--- src/rtl/ext_bus_pkg.sv ---
package ext_bus_pkg;

  // ----------------------------------------------------------------
  // Register map: printed offsets are indices, byte address is 4x
  // ----------------------------------------------------------------
  localparam int unsigned APB_ADDR_W = 12;
  localparam logic [7:0] MODE_IDX = 8'hEB;
  localparam logic [7:0] STALL_IDX = 8'hF6;
  localparam logic [7:0] WAIT_IDX = 8'hFC;
  localparam logic [7:0] STATUS_IDX = 8'hE0;
  localparam logic [7:0] PINCFG_IDX = 8'hE1;
  localparam logic [11:0] MODE_ADDR = {2'h0, MODE_IDX, 2'h0};
  localparam logic [11:0] STALL_ADDR = {2'h0, STALL_IDX, 2'h0};
  localparam logic [11:0] WAIT_ADDR = {2'h0, WAIT_IDX, 2'h0};
  localparam logic [11:0] STATUS_ADDR = {2'h0, STATUS_IDX, 2'h0};
  localparam logic [11:0] PINCFG_ADDR = {2'h0, PINCFG_IDX, 2'h0};

  // ----------------------------------------------------------------
  // Reset values
  // ----------------------------------------------------------------
  localparam logic [7:0] MODE_RST = 8'hE0;
  localparam logic [7:0] STALL_RST = 8'h02;
  localparam logic [7:0] WAIT_RST = 8'h7F;
  localparam logic [7:0] PINCFG_RST = 8'h00;

  // ----------------------------------------------------------------
  // Field positions
  // ----------------------------------------------------------------
  localparam int unsigned FLOAT_BIT = 0;
  localparam int unsigned BUS_REQUEST_N_EN_BIT = 1;
  localparam int unsigned STALL_EN_BIT = 0;
  localparam int unsigned DWAIT_LSB = 0;
  localparam int unsigned PWAIT_LSB = 3;
  localparam int unsigned PD_EN_BIT = 0;

  // ----------------------------------------------------------------
  // Cycle counts (one clock is one crystal / peripheral clock period)
  // ----------------------------------------------------------------
  localparam int unsigned CRYSTAL_DIV = 32;
  localparam int unsigned SYNC_MIN_PERIODS = 32 * 31;
  localparam logic [1:0] RESUME_CLKS = 2'h2;
  localparam logic [4:0] SYNC_PHASE_LOAD = 5'h04;

  // ----------------------------------------------------------------
  // Types
  // ----------------------------------------------------------------
  typedef enum logic [3:0] {
    ST_RESET  = 4'b0000,
    ST_IDLE   = 4'b0001,
    ST_T1A    = 4'b0010,
    ST_T1B    = 4'b0011,
    ST_T2A    = 4'b0100,
    ST_T2B    = 4'b0101,
    ST_WAIT   = 4'b0110,
    ST_T3A    = 4'b0111,
    ST_T3B    = 4'b1000,
    ST_FLOAT  = 4'b1001,
    ST_RESUME = 4'b1010
  } bus_state_type;

  typedef struct packed {
    logic write;
    logic prog;
    logic [15:0] addr;
    logic [7:0] wdata;
  } mem_req_type;

endpackage

--- src/rtl/pin_sync.sv ---
`timescale 1ns/10ps
module pin_sync #(
  parameter int unsigned WIDTH = 1,
  parameter logic [WIDTH-1:0] IDLE_VAL = '1
) (
  input wire logic clk_i,
  input wire logic rst_n_i,
  input wire logic [WIDTH-1:0] pin_i,
  output logic [WIDTH-1:0] level_o
);

  logic [WIDTH-1:0] ff1_r;
  logic [WIDTH-1:0] ff2_r;
  logic [WIDTH-1:0] ff3_r;

  // Three stages; a change counts only once stages two and three agree
  always_ff @(posedge clk_i or negedge rst_n_i) begin
    if (!rst_n_i) begin
      ff1_r <= IDLE_VAL;
      ff2_r <= IDLE_VAL;
      ff3_r <= IDLE_VAL;
      level_o <= IDLE_VAL;
    end else begin
      ff1_r <= pin_i;
      ff2_r <= ff1_r;
      ff3_r <= ff2_r;
      for (int i = 0; i < WIDTH; i++) begin
        if (ff2_r[i] == ff3_r[i]) begin
          level_o[i] <= ff3_r[i];
        end
      end
    end
  end

endmodule

--- src/rtl/ext_mem_if.sv ---
// Implementation choice: the APB interface to the registers.
`timescale 1ns/10ps
// Overview of operation
// RL1 - In reset, a slave aligns its clock phase to pulses on its read/write pin.
// RL2 - Reset held at least 992 crystal periods; all parts share one clock.
// RL3 - In reset, read/write pin is an input with weak pull-up.
// RL4 - Decide on-chip or off-chip per address; only off-chip pulses data strobe.
// RL5 - Address, read/write and program/data valid at address strobe rising edge.
// RL6 - Float strobes and read/write during bus grant or when float bit set.
// RL7 - Data strobe stays high for whole on-chip memory cycle.
// RL8 - Write data valid while data strobe low; read data valid before it rises.
// RL9 - Read/write is 1 for read, 0 for write, held until next cycle.
// RL10 - Program/data select 1 program, 0 data; output enabled by software.
// RL11 - Stall input honoured only when stall enable bit set; lengthens cycle.
// RL12 - Bus request input honoured only when bus request enable set.
// RL13 - Bus grant output low while bus is given up.
// RL14 - Muxed port carries low address/data, high port A8-A15, extra port low address.
// RL15 - Cycle is phases one to three; address out at strobe fall, held to next.
// RL16 - Read: muxed port floats from data strobe fall to next address strobe fall.
// RL17 - Write: muxed port driven, data from phase two until next address.
// RL18 - Read strobe low from phase two start; write from mid two to mid three.
// RL19 - On-chip accesses get no waits; waits from stall pin or wait generator.
// RL20 - Stall sampled in phase two; each low sample adds one clock and resamples.
// RL21 - Program and data waits set independently, 0 to 7, data in bits 2..0.
// RL22 - Wait count N adds exactly N clocks; both counts reset to 7.
// RL23 - In reset, data strobe low and address strobe toggles at crystal/32.
// RL24 - Bus request sampled in phase three; if low, stall and float, grant low.
// RL25 - When request goes high, drive pins again, wait two clocks, then resume.
module ext_mem_if #(
  parameter logic [15:0] ONCHIP_PROG_LIMIT = 16'h4000,
  parameter logic [15:0] ONCHIP_DATA_LIMIT = 16'h0800
) (
  input wire logic REF_CLK_I,
  input wire logic RST_N_I,
  input wire logic CHIP_RESET_N_I,
  input wire logic PSEL_I,
  input wire logic PENABLE_I,
  input wire logic PWRITE_I,
  input wire logic [ext_bus_pkg::APB_ADDR_W-1:0] PADDR_I,
  input wire logic [31:0] PWDATA_I,
  output logic [31:0] PRDATA_O,
  output logic PREADY_O,
  output logic PSLVERR_O,
  input wire logic REQ_VALID_I,
  input wire ext_bus_pkg::mem_req_type REQ_I,
  output logic REQ_READY_O,
  output logic DONE_O,
  output logic [7:0] RDATA_O,
  output logic ADDRESS_STROBE_N_O,
  output logic ADDRESS_STROBE_OE_O,
  output logic DATA_STROBE_N_O,
  output logic DATA_STROBE_OE_O,
  input wire logic READ_NOT_WRITE_I,
  output logic READ_NOT_WRITE_O,
  output logic READ_NOT_WRITE_OE_O,
  output logic READ_NOT_WRITE_PULLUP_O,
  output logic PROGRAM_DATA_SELECT_O,
  output logic PROGRAM_DATA_SELECT_OE_O,
  input wire logic [7:0] MUXED_ADDR_DATA_PORT_I,
  output logic [7:0] MUXED_ADDR_DATA_PORT_O,
  output logic MUXED_ADDR_DATA_PORT_OE_O,
  output logic [7:0] HIGH_ADDRESS_PORT_O,
  output logic HIGH_ADDRESS_PORT_OE_O,
  output logic [7:0] EXTRA_LOW_ADDRESS_PORT_O,
  output logic EXTRA_LOW_ADDRESS_PORT_OE_O,
  input wire logic SLOW_MEMORY_HOLD_N_I,
  input wire logic BUS_REQUEST_N_I,
  output logic BUS_GRANT_N_O
);
  import ext_bus_pkg::*;

  // ----------------------------------------------------------------
  // Declarations
  // ----------------------------------------------------------------
  bus_state_type state_r;
  bus_state_type state_nxt;
  mem_req_type req_r;
  mem_req_type req_cur;
  logic [7:0] mode_r;
  logic [7:0] stall_cfg_r;
  logic [7:0] wait_cfg_r;
  logic [7:0] pincfg_r;
  logic [2:0] wait_cnt_r;
  logic [2:0] wait_n;
  logic [1:0] resume_cnt_r;
  logic [4:0] div_r;
  logic ext_r;
  logic ext_cur;
  logic take;
  logic chip_run;
  logic stall_low;
  logic bus_request_n_low;
  logic rw_in;
  logic rw_in_d_r;
  logic stall_act;
  logic bus_request_n_act;
  logic flt_nxt;
  logic drive_r;
  logic drive_nxt;
  logic [31:0] rd_mux;
  logic rd_hit;
  logic [2:0] wait_seen_r;
  logic [3:0] in_sync;

  // Asynchronous pins pass the three-stage synchroniser; the reset pin
  // starts out as in reset, so no cycle can start before it is seen high
  pin_sync #(
    .WIDTH(4),
    .IDLE_VAL(4'h7)
  ) u_pin_sync (
    .clk_i(REF_CLK_I),
    .rst_n_i(RST_N_I),
    .pin_i({CHIP_RESET_N_I, SLOW_MEMORY_HOLD_N_I, BUS_REQUEST_N_I, READ_NOT_WRITE_I}),
    .level_o(in_sync)
  );
  assign rw_in = in_sync[0];

  // ----------------------------------------------------------------
  // Decode
  // ----------------------------------------------------------------
  assign chip_run = in_sync[3];
  assign stall_low = !in_sync[2];
  assign bus_request_n_low = !in_sync[1];
  // Stall and bus request ignored unless software enabled them
  assign stall_act = stall_cfg_r[STALL_EN_BIT] && stall_low; // RL11
  assign bus_request_n_act = mode_r[BUS_REQUEST_N_EN_BIT] && bus_request_n_low; // RL12
  assign take = REQ_READY_O && REQ_VALID_I;
  assign req_cur = take ? REQ_I : req_r;
  // On-chip map: program below its limit, data below its limit
  assign ext_cur = REQ_I.prog ? (REQ_I.addr >= ONCHIP_PROG_LIMIT) :
                   (REQ_I.addr >= ONCHIP_DATA_LIMIT); // RL4
  assign wait_n = req_r.prog ? wait_cfg_r[PWAIT_LSB +: 3] : wait_cfg_r[DWAIT_LSB +: 3]; // RL21

  // ----------------------------------------------------------------
  // Cycle sequencer
  // ----------------------------------------------------------------
  // Each phase is two clocks, so strobes can move at mid-phase
  always_comb begin
    state_nxt = state_r;
    unique case (state_r)
      ST_RESET: state_nxt = ST_IDLE;
      ST_IDLE: begin
        if (REQ_VALID_I) begin
          state_nxt = ST_T1A; // RL15
        end
      end
      ST_T1A: state_nxt = ST_T1B;
      ST_T1B: state_nxt = ST_T2A;
      ST_T2A: state_nxt = ST_T2B;
      ST_T2B: begin
        // On-chip cycles never stretch
        if (ext_r && (wait_n != 3'h0 || stall_act)) begin
          state_nxt = ST_WAIT; // RL19 RL20
        end else begin
          state_nxt = ST_T3A;
        end
      end
      ST_WAIT: begin
        // Counted waits first, then one extra clock per low stall sample
        if (wait_cnt_r <= 3'h1 && !stall_act) begin
          state_nxt = ST_T3A; // RL22 RL20
        end
      end
      ST_T3A: state_nxt = ST_T3B;
      ST_T3B: begin
        if (bus_request_n_act) begin
          state_nxt = ST_FLOAT; // RL24
        end else begin
          state_nxt = ST_IDLE;
        end
      end
      ST_FLOAT: begin
        if (!bus_request_n_act) begin
          state_nxt = ST_RESUME; // RL25
        end
      end
      ST_RESUME: begin
        if (resume_cnt_r == RESUME_CLKS - 2'h1) begin
          state_nxt = ST_IDLE; // RL25
        end
      end
      default: state_nxt = ST_RESET;
    endcase
    if (!chip_run) begin
      state_nxt = ST_RESET;
    end
  end

  // State and request capture
  always_ff @(posedge REF_CLK_I or negedge RST_N_I) begin
    if (!RST_N_I) begin
      state_r <= ST_RESET;
      req_r <= '0;
      ext_r <= 1'b0;
    end else begin
      state_r <= state_nxt;
      if (take) begin
        req_r <= REQ_I;
        ext_r <= ext_cur;
      end
    end
  end

  // Wait, resume and reset-divider counters
  always_ff @(posedge REF_CLK_I or negedge RST_N_I) begin
    if (!RST_N_I) begin
      wait_cnt_r <= 3'h0;
      resume_cnt_r <= 2'h0;
      div_r <= 5'h00;
      rw_in_d_r <= 1'b1;
    end else begin
      if (state_r == ST_T2B) begin
        wait_cnt_r <= wait_n;
      end else if (state_r == ST_WAIT && wait_cnt_r != 3'h0) begin
        wait_cnt_r <= wait_cnt_r - 3'h1;
      end
      resume_cnt_r <= (state_r == ST_RESUME) ? resume_cnt_r + 2'h1 : 2'h0;
      // Edge detect uses the sampled pin; phase only matters while in reset
      rw_in_d_r <= rw_in;
      if (state_r == ST_RESET && rw_in && !rw_in_d_r) begin
        div_r <= SYNC_PHASE_LOAD; // RL1
      end else begin
        div_r <= div_r + 5'h01;
      end
    end
  end

  // ----------------------------------------------------------------
  // Pin drivers, all registered; all but the program/data select enable from the next state
  // ----------------------------------------------------------------
  // Bus is floated by software or while granted away
  assign flt_nxt = mode_r[FLOAT_BIT] || state_nxt == ST_FLOAT; // RL6
  // Muxed port: driven for address, stays driven for write data,
  // released for read data until the next address phase
  always_comb begin
    drive_nxt = drive_r;
    if (state_nxt == ST_T1A) begin
      drive_nxt = 1'b1; // RL15
    end else if (state_nxt == ST_T2A) begin
      drive_nxt = req_cur.write; // RL16 RL17
    end
  end

  always_ff @(posedge REF_CLK_I or negedge RST_N_I) begin
    if (!RST_N_I) begin
      drive_r <= 1'b0;
      ADDRESS_STROBE_N_O <= 1'b1;
      ADDRESS_STROBE_OE_O <= 1'b0;
      DATA_STROBE_N_O <= 1'b0;
      DATA_STROBE_OE_O <= 1'b0;
      READ_NOT_WRITE_OE_O <= 1'b0;
      READ_NOT_WRITE_PULLUP_O <= 1'b1;
      MUXED_ADDR_DATA_PORT_OE_O <= 1'b0;
      HIGH_ADDRESS_PORT_OE_O <= 1'b0;
      EXTRA_LOW_ADDRESS_PORT_OE_O <= 1'b0;
      BUS_GRANT_N_O <= 1'b1;
    end else if (state_nxt == ST_RESET) begin
      drive_r <= 1'b0;
      ADDRESS_STROBE_N_O <= div_r[4]; // RL23
      ADDRESS_STROBE_OE_O <= 1'b1;
      DATA_STROBE_N_O <= 1'b0; // RL23
      DATA_STROBE_OE_O <= 1'b1;
      READ_NOT_WRITE_OE_O <= 1'b0; // RL3
      READ_NOT_WRITE_PULLUP_O <= 1'b1; // RL3
      MUXED_ADDR_DATA_PORT_OE_O <= 1'b0;
      HIGH_ADDRESS_PORT_OE_O <= 1'b0;
      EXTRA_LOW_ADDRESS_PORT_OE_O <= 1'b0;
      BUS_GRANT_N_O <= 1'b1;
    end else begin
      drive_r <= drive_nxt;
      ADDRESS_STROBE_N_O <= state_nxt != ST_T1A; // RL5 RL15
      ADDRESS_STROBE_OE_O <= !flt_nxt; // RL6
      // Read strobe spans phase two to end of three; write strobe mid to mid
      if (req_cur.write) begin
        DATA_STROBE_N_O <= !(ext_cur && take ? 1'b0 : ext_r &&
          (state_nxt == ST_T2B || state_nxt == ST_WAIT || state_nxt == ST_T3A)); // RL18
      end else begin
        DATA_STROBE_N_O <= !(ext_r && state_nxt >= ST_T2A && state_nxt <= ST_T3B); // RL18 RL7
      end
      DATA_STROBE_OE_O <= !flt_nxt; // RL6
      READ_NOT_WRITE_OE_O <= !flt_nxt; // RL6
      READ_NOT_WRITE_PULLUP_O <= 1'b0;
      MUXED_ADDR_DATA_PORT_OE_O <= !flt_nxt && drive_nxt; // RL16 RL17
      HIGH_ADDRESS_PORT_OE_O <= !flt_nxt; // RL14
      EXTRA_LOW_ADDRESS_PORT_OE_O <= !flt_nxt; // RL14
      BUS_GRANT_N_O <= state_nxt != ST_FLOAT; // RL13
    end
  end

  // Address, direction and space set at cycle start and held to the next
  always_ff @(posedge REF_CLK_I or negedge RST_N_I) begin
    if (!RST_N_I) begin
      READ_NOT_WRITE_O <= 1'b1;
      PROGRAM_DATA_SELECT_O <= 1'b1;
      PROGRAM_DATA_SELECT_OE_O <= 1'b0;
      MUXED_ADDR_DATA_PORT_O <= 8'h00;
      HIGH_ADDRESS_PORT_O <= 8'h00;
      EXTRA_LOW_ADDRESS_PORT_O <= 8'h00;
    end else begin
      PROGRAM_DATA_SELECT_OE_O <= pincfg_r[PD_EN_BIT] && chip_run; // RL10
      if (state_nxt == ST_T1A) begin
        READ_NOT_WRITE_O <= !req_cur.write; // RL9
        PROGRAM_DATA_SELECT_O <= req_cur.prog; // RL10
        MUXED_ADDR_DATA_PORT_O <= req_cur.addr[7:0]; // RL14
        HIGH_ADDRESS_PORT_O <= req_cur.addr[15:8]; // RL14 RL15
        EXTRA_LOW_ADDRESS_PORT_O <= req_cur.addr[7:0]; // RL14 RL15
      end else if (state_nxt == ST_T2A && req_cur.write) begin
        MUXED_ADDR_DATA_PORT_O <= req_cur.wdata; // RL8 RL17
      end
    end
  end

  // Core side: read data taken in the last clock before strobe rises
  always_ff @(posedge REF_CLK_I or negedge RST_N_I) begin
    if (!RST_N_I) begin
      REQ_READY_O <= 1'b0;
      DONE_O <= 1'b0;
      RDATA_O <= 8'h00;
    end else begin
      REQ_READY_O <= state_nxt == ST_IDLE && !take;
      DONE_O <= state_r == ST_T3B;
      if (state_r == ST_T3B && !req_r.write) begin
        RDATA_O <= ext_r ? MUXED_ADDR_DATA_PORT_I : 8'h00; // RL8
      end
    end
  end

  // ----------------------------------------------------------------
  // APB registers
  // ----------------------------------------------------------------
  always_comb begin
    rd_hit = 1'b1;
    rd_mux = 32'h0000_0000;
    unique case (PADDR_I)
      MODE_ADDR: rd_mux = {24'h00_0000, mode_r};
      STALL_ADDR: rd_mux = {24'h00_0000, stall_cfg_r};
      WAIT_ADDR: rd_mux = {24'h00_0000, wait_cfg_r};
      PINCFG_ADDR: rd_mux = {24'h00_0000, pincfg_r};
      STATUS_ADDR: rd_mux = {24'h00_0000, !BUS_GRANT_N_O, !chip_run, 2'h0, state_r};
      default: rd_hit = 1'b0;
    endcase
  end

  // Slave answers in the first access cycle; unmapped gets an error
  always_ff @(posedge REF_CLK_I or negedge RST_N_I) begin
    if (!RST_N_I) begin
      PREADY_O <= 1'b0;
      PRDATA_O <= 32'h0000_0000;
      PSLVERR_O <= 1'b0;
    end else begin
      PREADY_O <= PSEL_I && !PENABLE_I;
      if (PSEL_I && !PENABLE_I) begin
        PRDATA_O <= PWRITE_I ? 32'h0000_0000 : rd_mux;
        PSLVERR_O <= !rd_hit;
      end
    end
  end

  // Writes take effect at the completing access edge only
  always_ff @(posedge REF_CLK_I or negedge RST_N_I) begin
    if (!RST_N_I) begin
      mode_r <= MODE_RST;
      stall_cfg_r <= STALL_RST;
      wait_cfg_r <= WAIT_RST; // RL22
      pincfg_r <= PINCFG_RST;
    end else if (PSEL_I && PENABLE_I && PREADY_O && PWRITE_I) begin
      unique case (PADDR_I)
        MODE_ADDR: mode_r <= PWDATA_I[7:0];
        STALL_ADDR: stall_cfg_r <= PWDATA_I[7:0];
        WAIT_ADDR: wait_cfg_r <= PWDATA_I[7:0]; // RL21
        PINCFG_ADDR: pincfg_r <= PWDATA_I[7:0];
        default: ;
      endcase
    end
  end

  // Helper: clocks spent in the wait state of the current cycle
  always_ff @(posedge REF_CLK_I or negedge RST_N_I) begin
    if (!RST_N_I) begin
      wait_seen_r <= 3'h0;
    end else if (state_r == ST_T2B) begin
      wait_seen_r <= 3'h0;
    end else if (state_r == ST_WAIT) begin
      wait_seen_r <= wait_seen_r + 3'h1;
    end
  end
endmodule

--- config.mk ---
export PLATFORM = sky130hd
export DESIGN_NAME = ext_mem_if
export DESIGN_NICKNAME = d
export VERILOG_FILES = /design/src/rtl/ext_bus_pkg.sv /design/src/rtl/pin_sync.sv /design/src/rtl/ext_mem_if.sv
export SDC_FILE = /design/constraint.sdc
export NUM_CORES = 1
export LEC_CHECK = 0
export BUFFER_PORTS_ARGS = -buffer_cell sky130_fd_sc_hd__buf_2
export CELL_PAD_IN_SITES_DETAIL_PLACEMENT = 0
export CELL_PAD_IN_SITES_GLOBAL_PLACEMENT = 2
export CORE_MARGIN = 10
export CORE_UTILIZATION = 38
export CTS_BUF_LIST = sky130_fd_sc_hd__clkbuf_2 sky130_fd_sc_hd__clkbuf_4 sky130_fd_sc_hd__clkbuf_8
export DETAILED_ROUTE_END_ITERATION = 16
export HOLD_SLACK_MARGIN = 0.1
export PLACE_DENSITY_LB_ADDON = 0.1
export SLEW_MARGIN = 20
export SYNTH_ARGS = -nofsm -noshare
export SYNTH_HDL_FRONTEND = slang
export SYNTH_HIERARCHICAL = 1
export SYNTH_SLANG_ARGS = --single-unit
export TNS_END_PERCENT = 1
--- constraint.sdc ---
create_clock -name REF_CLK_I -period 4.6 [get_ports REF_CLK_I]
set_clock_uncertainty 0.1 [all_clocks]
set_input_delay 0.23 -clock REF_CLK_I [delete_from_list [all_inputs] [get_ports REF_CLK_I]]
set_output_delay 0.23 -clock REF_CLK_I [all_outputs]
set_load 0.01 [all_outputs]
==> results.md <==
* Grt total ovfl at 0
* # setup viols final at 0
* Post-Syn Instances at 523
* Vias in the first global route at 4818
* Hold Buf Count CTS at 48
* Sequential area share after synthesis at 58.5%
* PortBufs at 120
* Yosys cell types at 55
* Worst-path clk slew at 0.08 ns
* Die Wd at 148 um
* Core Box Area at 16000 um^2
* Outcome: finished, final reports clean
* Final hold vios at 0
* Worst EP arrival at 3.31 ns
* Routed WL per cell at 16.6 um
* Area Growth Syn to Fin at 26.3%
* Post-CTS Setup Inserts at 0
* Max VDD drop at 0.265 mV
* CTS Buffer Depth at 2
* Final setup TNS at 0 ns
* DRC at 0
* Final Slew Violations at 0
* Die area at 22000 um^2
* RSZ-0062 raised after global routing: false
* Routed Antenna Nets at 0
* Post-synth top flop: dfrtp_1
* Chip height at 148 um
* TritonCTS clock tree: done
* Syn avg cell area at 12.0 um^2
* I/O pin cnt at 169
* Ys async rst share at 100%
* Number of synthesis warnings at 6
* Via count at 4435
* Largest area contributor in the netlist: dfrtp_1
* H-tree depth at 4
* Crit path time final at 3.07 ns
* Crit path capture type: flop
* N_diodes at 0
* Initial DRT Pass Iterations at 4
* Max Cap Violations at 0
* Footprint of the multi-input gates at 2340 um^2
* Final WS setup at 1.53 ns
* Cts repair resizes at 0
* Final Cycle Share at 66.7%
* Yosys reg bits at 145
* Routability Congestion at 0.775
* Sink Count at 145
* Pre-CTS setup slack at 1.50 ns
* FF/Latch Area at 3660 um^2
* CP Class: flop to flop
* Slowest stage delay, CP at 0.64 ns
* DR WL met3 at 1.06 mm
* Top post-synthesis cells by area: dfrtp_1 (46%), dfstp_2 (12%), mux2_2 (11%), buf_4 (3.5%), nand2_1 (3.2%)
* TritonCTS Buffers at 17
* Routed wire length at 15.3 mm
* Critical Path RT at 4.84 ns
* Initial antenna violation count at 0
* Max Fclk at 326 MHz
* Layout cells sized above 1 at 36.8%
* Overall global routing resource usage at 14.3%
* Clock root buffer master: clkbuf_8
* Fill count at 1518
* Slowest CP cell: dfrtp_1
* Met1 WL at 6.85 mm
* Worst setup SP type: flop
* Worst-Skew Late Latency at 0.45 ns
* Measured slew at the worst slew-check pin at 0.900 ns
* First-pass GRT wire length at 25.1 mm
* PwrDens at 454 nW/um^2
* Post-synth EDFFs at 0
* Tightest Hold Check Type: input port to flop
* Top routing layer in use: met4
* Max FO, Critical Path at 27
* Post-Syn Area at 6260 um^2
* Yosys top cell area share at 46.3%
* Layout net count at 785
* Largest net degree at the start of global routing at 111
* P_leak at 3.71 nW
* Slew headroom at 39.8%
* Dpl hpwl at 11.0 mm
* Critical path, cell by cell: or2b_2 > nand2_1 > a2111oi_2 > nor4b_4 > buf_4 > mux2_2
* Vias per std cell at 4.81
* Initial DRC count at 151
* Initial cell density of the core at 39.2%
* Rows at 46
* Routed wl met2 at 7.16 mm
[cell families after synthesis]
group                      synth area share, %
and+or+nand+nor                           11.9
DFF                                       58.5
muxes                                     14.5
AOI/OAI and AO/OA                         7.37
buffers and inverters                     5.65
adders and majority gates                 1.52
xor gates and xnor gates                 0.559
other                                   0.0599
[synth_stat cells, types with 4 or more instances]
library cell  instances
inv_1                18
buf_4                29
clkbuf_1              9
o21ai_0              34
mux2_1                5
nor2_1               24
mux2_2               63
nor3_1               13
nor4_1                4
dfrtp_1             116
nand3_1              15
nor2b_1               6
a21oi_1               9
ha_1                  4
nor3b_1               5
mux2i_1              14
nand2_1              53
and3_1                4
nand2b_1              8
dfstp_2              29
a22oi_1               4
maj3_2                4
[cell usage in the layout, fill, tap and decap left out, types with 18 or more instances in the layout]
master,instances
dlygate4sd3_1,48
o21ai_0,34
dfrtp_1,116
mux2_2,63
conb_1,24
inv_1,18
dfstp_2,29
nand2_1,53
buf_2,119
nor2_1,24
[flip-flops by register name, indices dropped and copies added (netlist names), 3 cells and up]
signal,flops
EXTRA_LOW_ADDRESS_PORT_O,8
HIGH_ADDRESS_PORT_O,8
MUXED_ADDR_DATA_PORT_O,8
PRDATA_O,8
RDATA_O,8
div_r,5
mode_r,8
pincfg_r,8
req_r,26
stall_cfg_r,8
state_r,4
u_pin_sync/ff1_r,4
u_pin_sync/ff2_r,4
u_pin_sync/ff3_r,4
u_pin_sync/level_o,4
wait_cfg_r,8
wait_cnt_r,3
[critical path, delay by kind of cell, from the launching register on]
| kind | cells | cell delay [ns] |
|---|---|---|
| compound gates | 1 | 0.50 |
| flops | 1 | 0.64 |
| mux | 1 | 0.37 |
| simple gates | 3 | 0.93 |
| buf+inv | 1 | 0.40 |
[layer usage]
| layer | vias up | global-route usage, % |
|---|---|---|
| li1 | 2116 | - |
| met1 | 2180 | 17.3 |
| met3 | 14 | 5.70 |
| met4 | 0 | 4.56 |
| met2 | 125 | 22.8 |
| met5 | - | 0 |
[cell type report]
class | instances | area share (%)
clock buffers | 19 | 3.15
flip-flops and latches | 145 | 46.3
well taps | 216 | 3.41
repair buffers | 172 | 14.4
clock inverters | 13 | 2.37
inverters | 18 | 0.854
multi-input cells | 339 | 29.5
[stage by stage]
| stage | total power, mW | util, % | instance area (um^2) | std cells | hold slack [ns] |
|---|---|---|---|---|---|
| floorplan | 2.20 | - | 6350 | 546 | -0.166 |
| CTS | 3.65 | 49.3 | 7890 | 921 | 0.133 |
| global route | 3.84 | 49.5 | 7920 | 922 | 0.201 |
| global placement | 2.48 | 43.5 | 6960 | 841 | 0.235 |
| detailed placement | 2.50 | 43.6 | 6970 | 841 | 0.236 |
| finish | 3.59 | 49.5 | 7920 | 922 | 0.146 |
[path summary, 6_finish.rpt]
check	start	endpoint	slack (ns)	depth (start not counted)
min in group asynchronous	RST_N_I	PRDATA_O[6]	0.22	2
worst max-delay path	state_r[2]	HIGH_ADDRESS_PORT_O[7]	1.53	6
worst min-delay path	PSEL_I	PREADY_O	0.15	3
max in group asynchronous	RST_N_I	BUS_GRANT_N_O	3.24	3
worst max register to register	state_r[2]	HIGH_ADDRESS_PORT_O[7]	1.53	6
worst min register to register	u_pin_sync/ff1_r[3]	u_pin_sync/ff2_r[3]	0.25	0
[power by group]
group          total [mW]  leakage [nW]  switching (mW)  internal (mW)
Clock                1.10         0.214           0.493          0.605
Combinational       0.770          1.76           0.393          0.377
Sequential           1.73          1.74           0.160           1.57
Total                3.59          3.71            1.05           2.55
(Power assumes the default switching activity.)
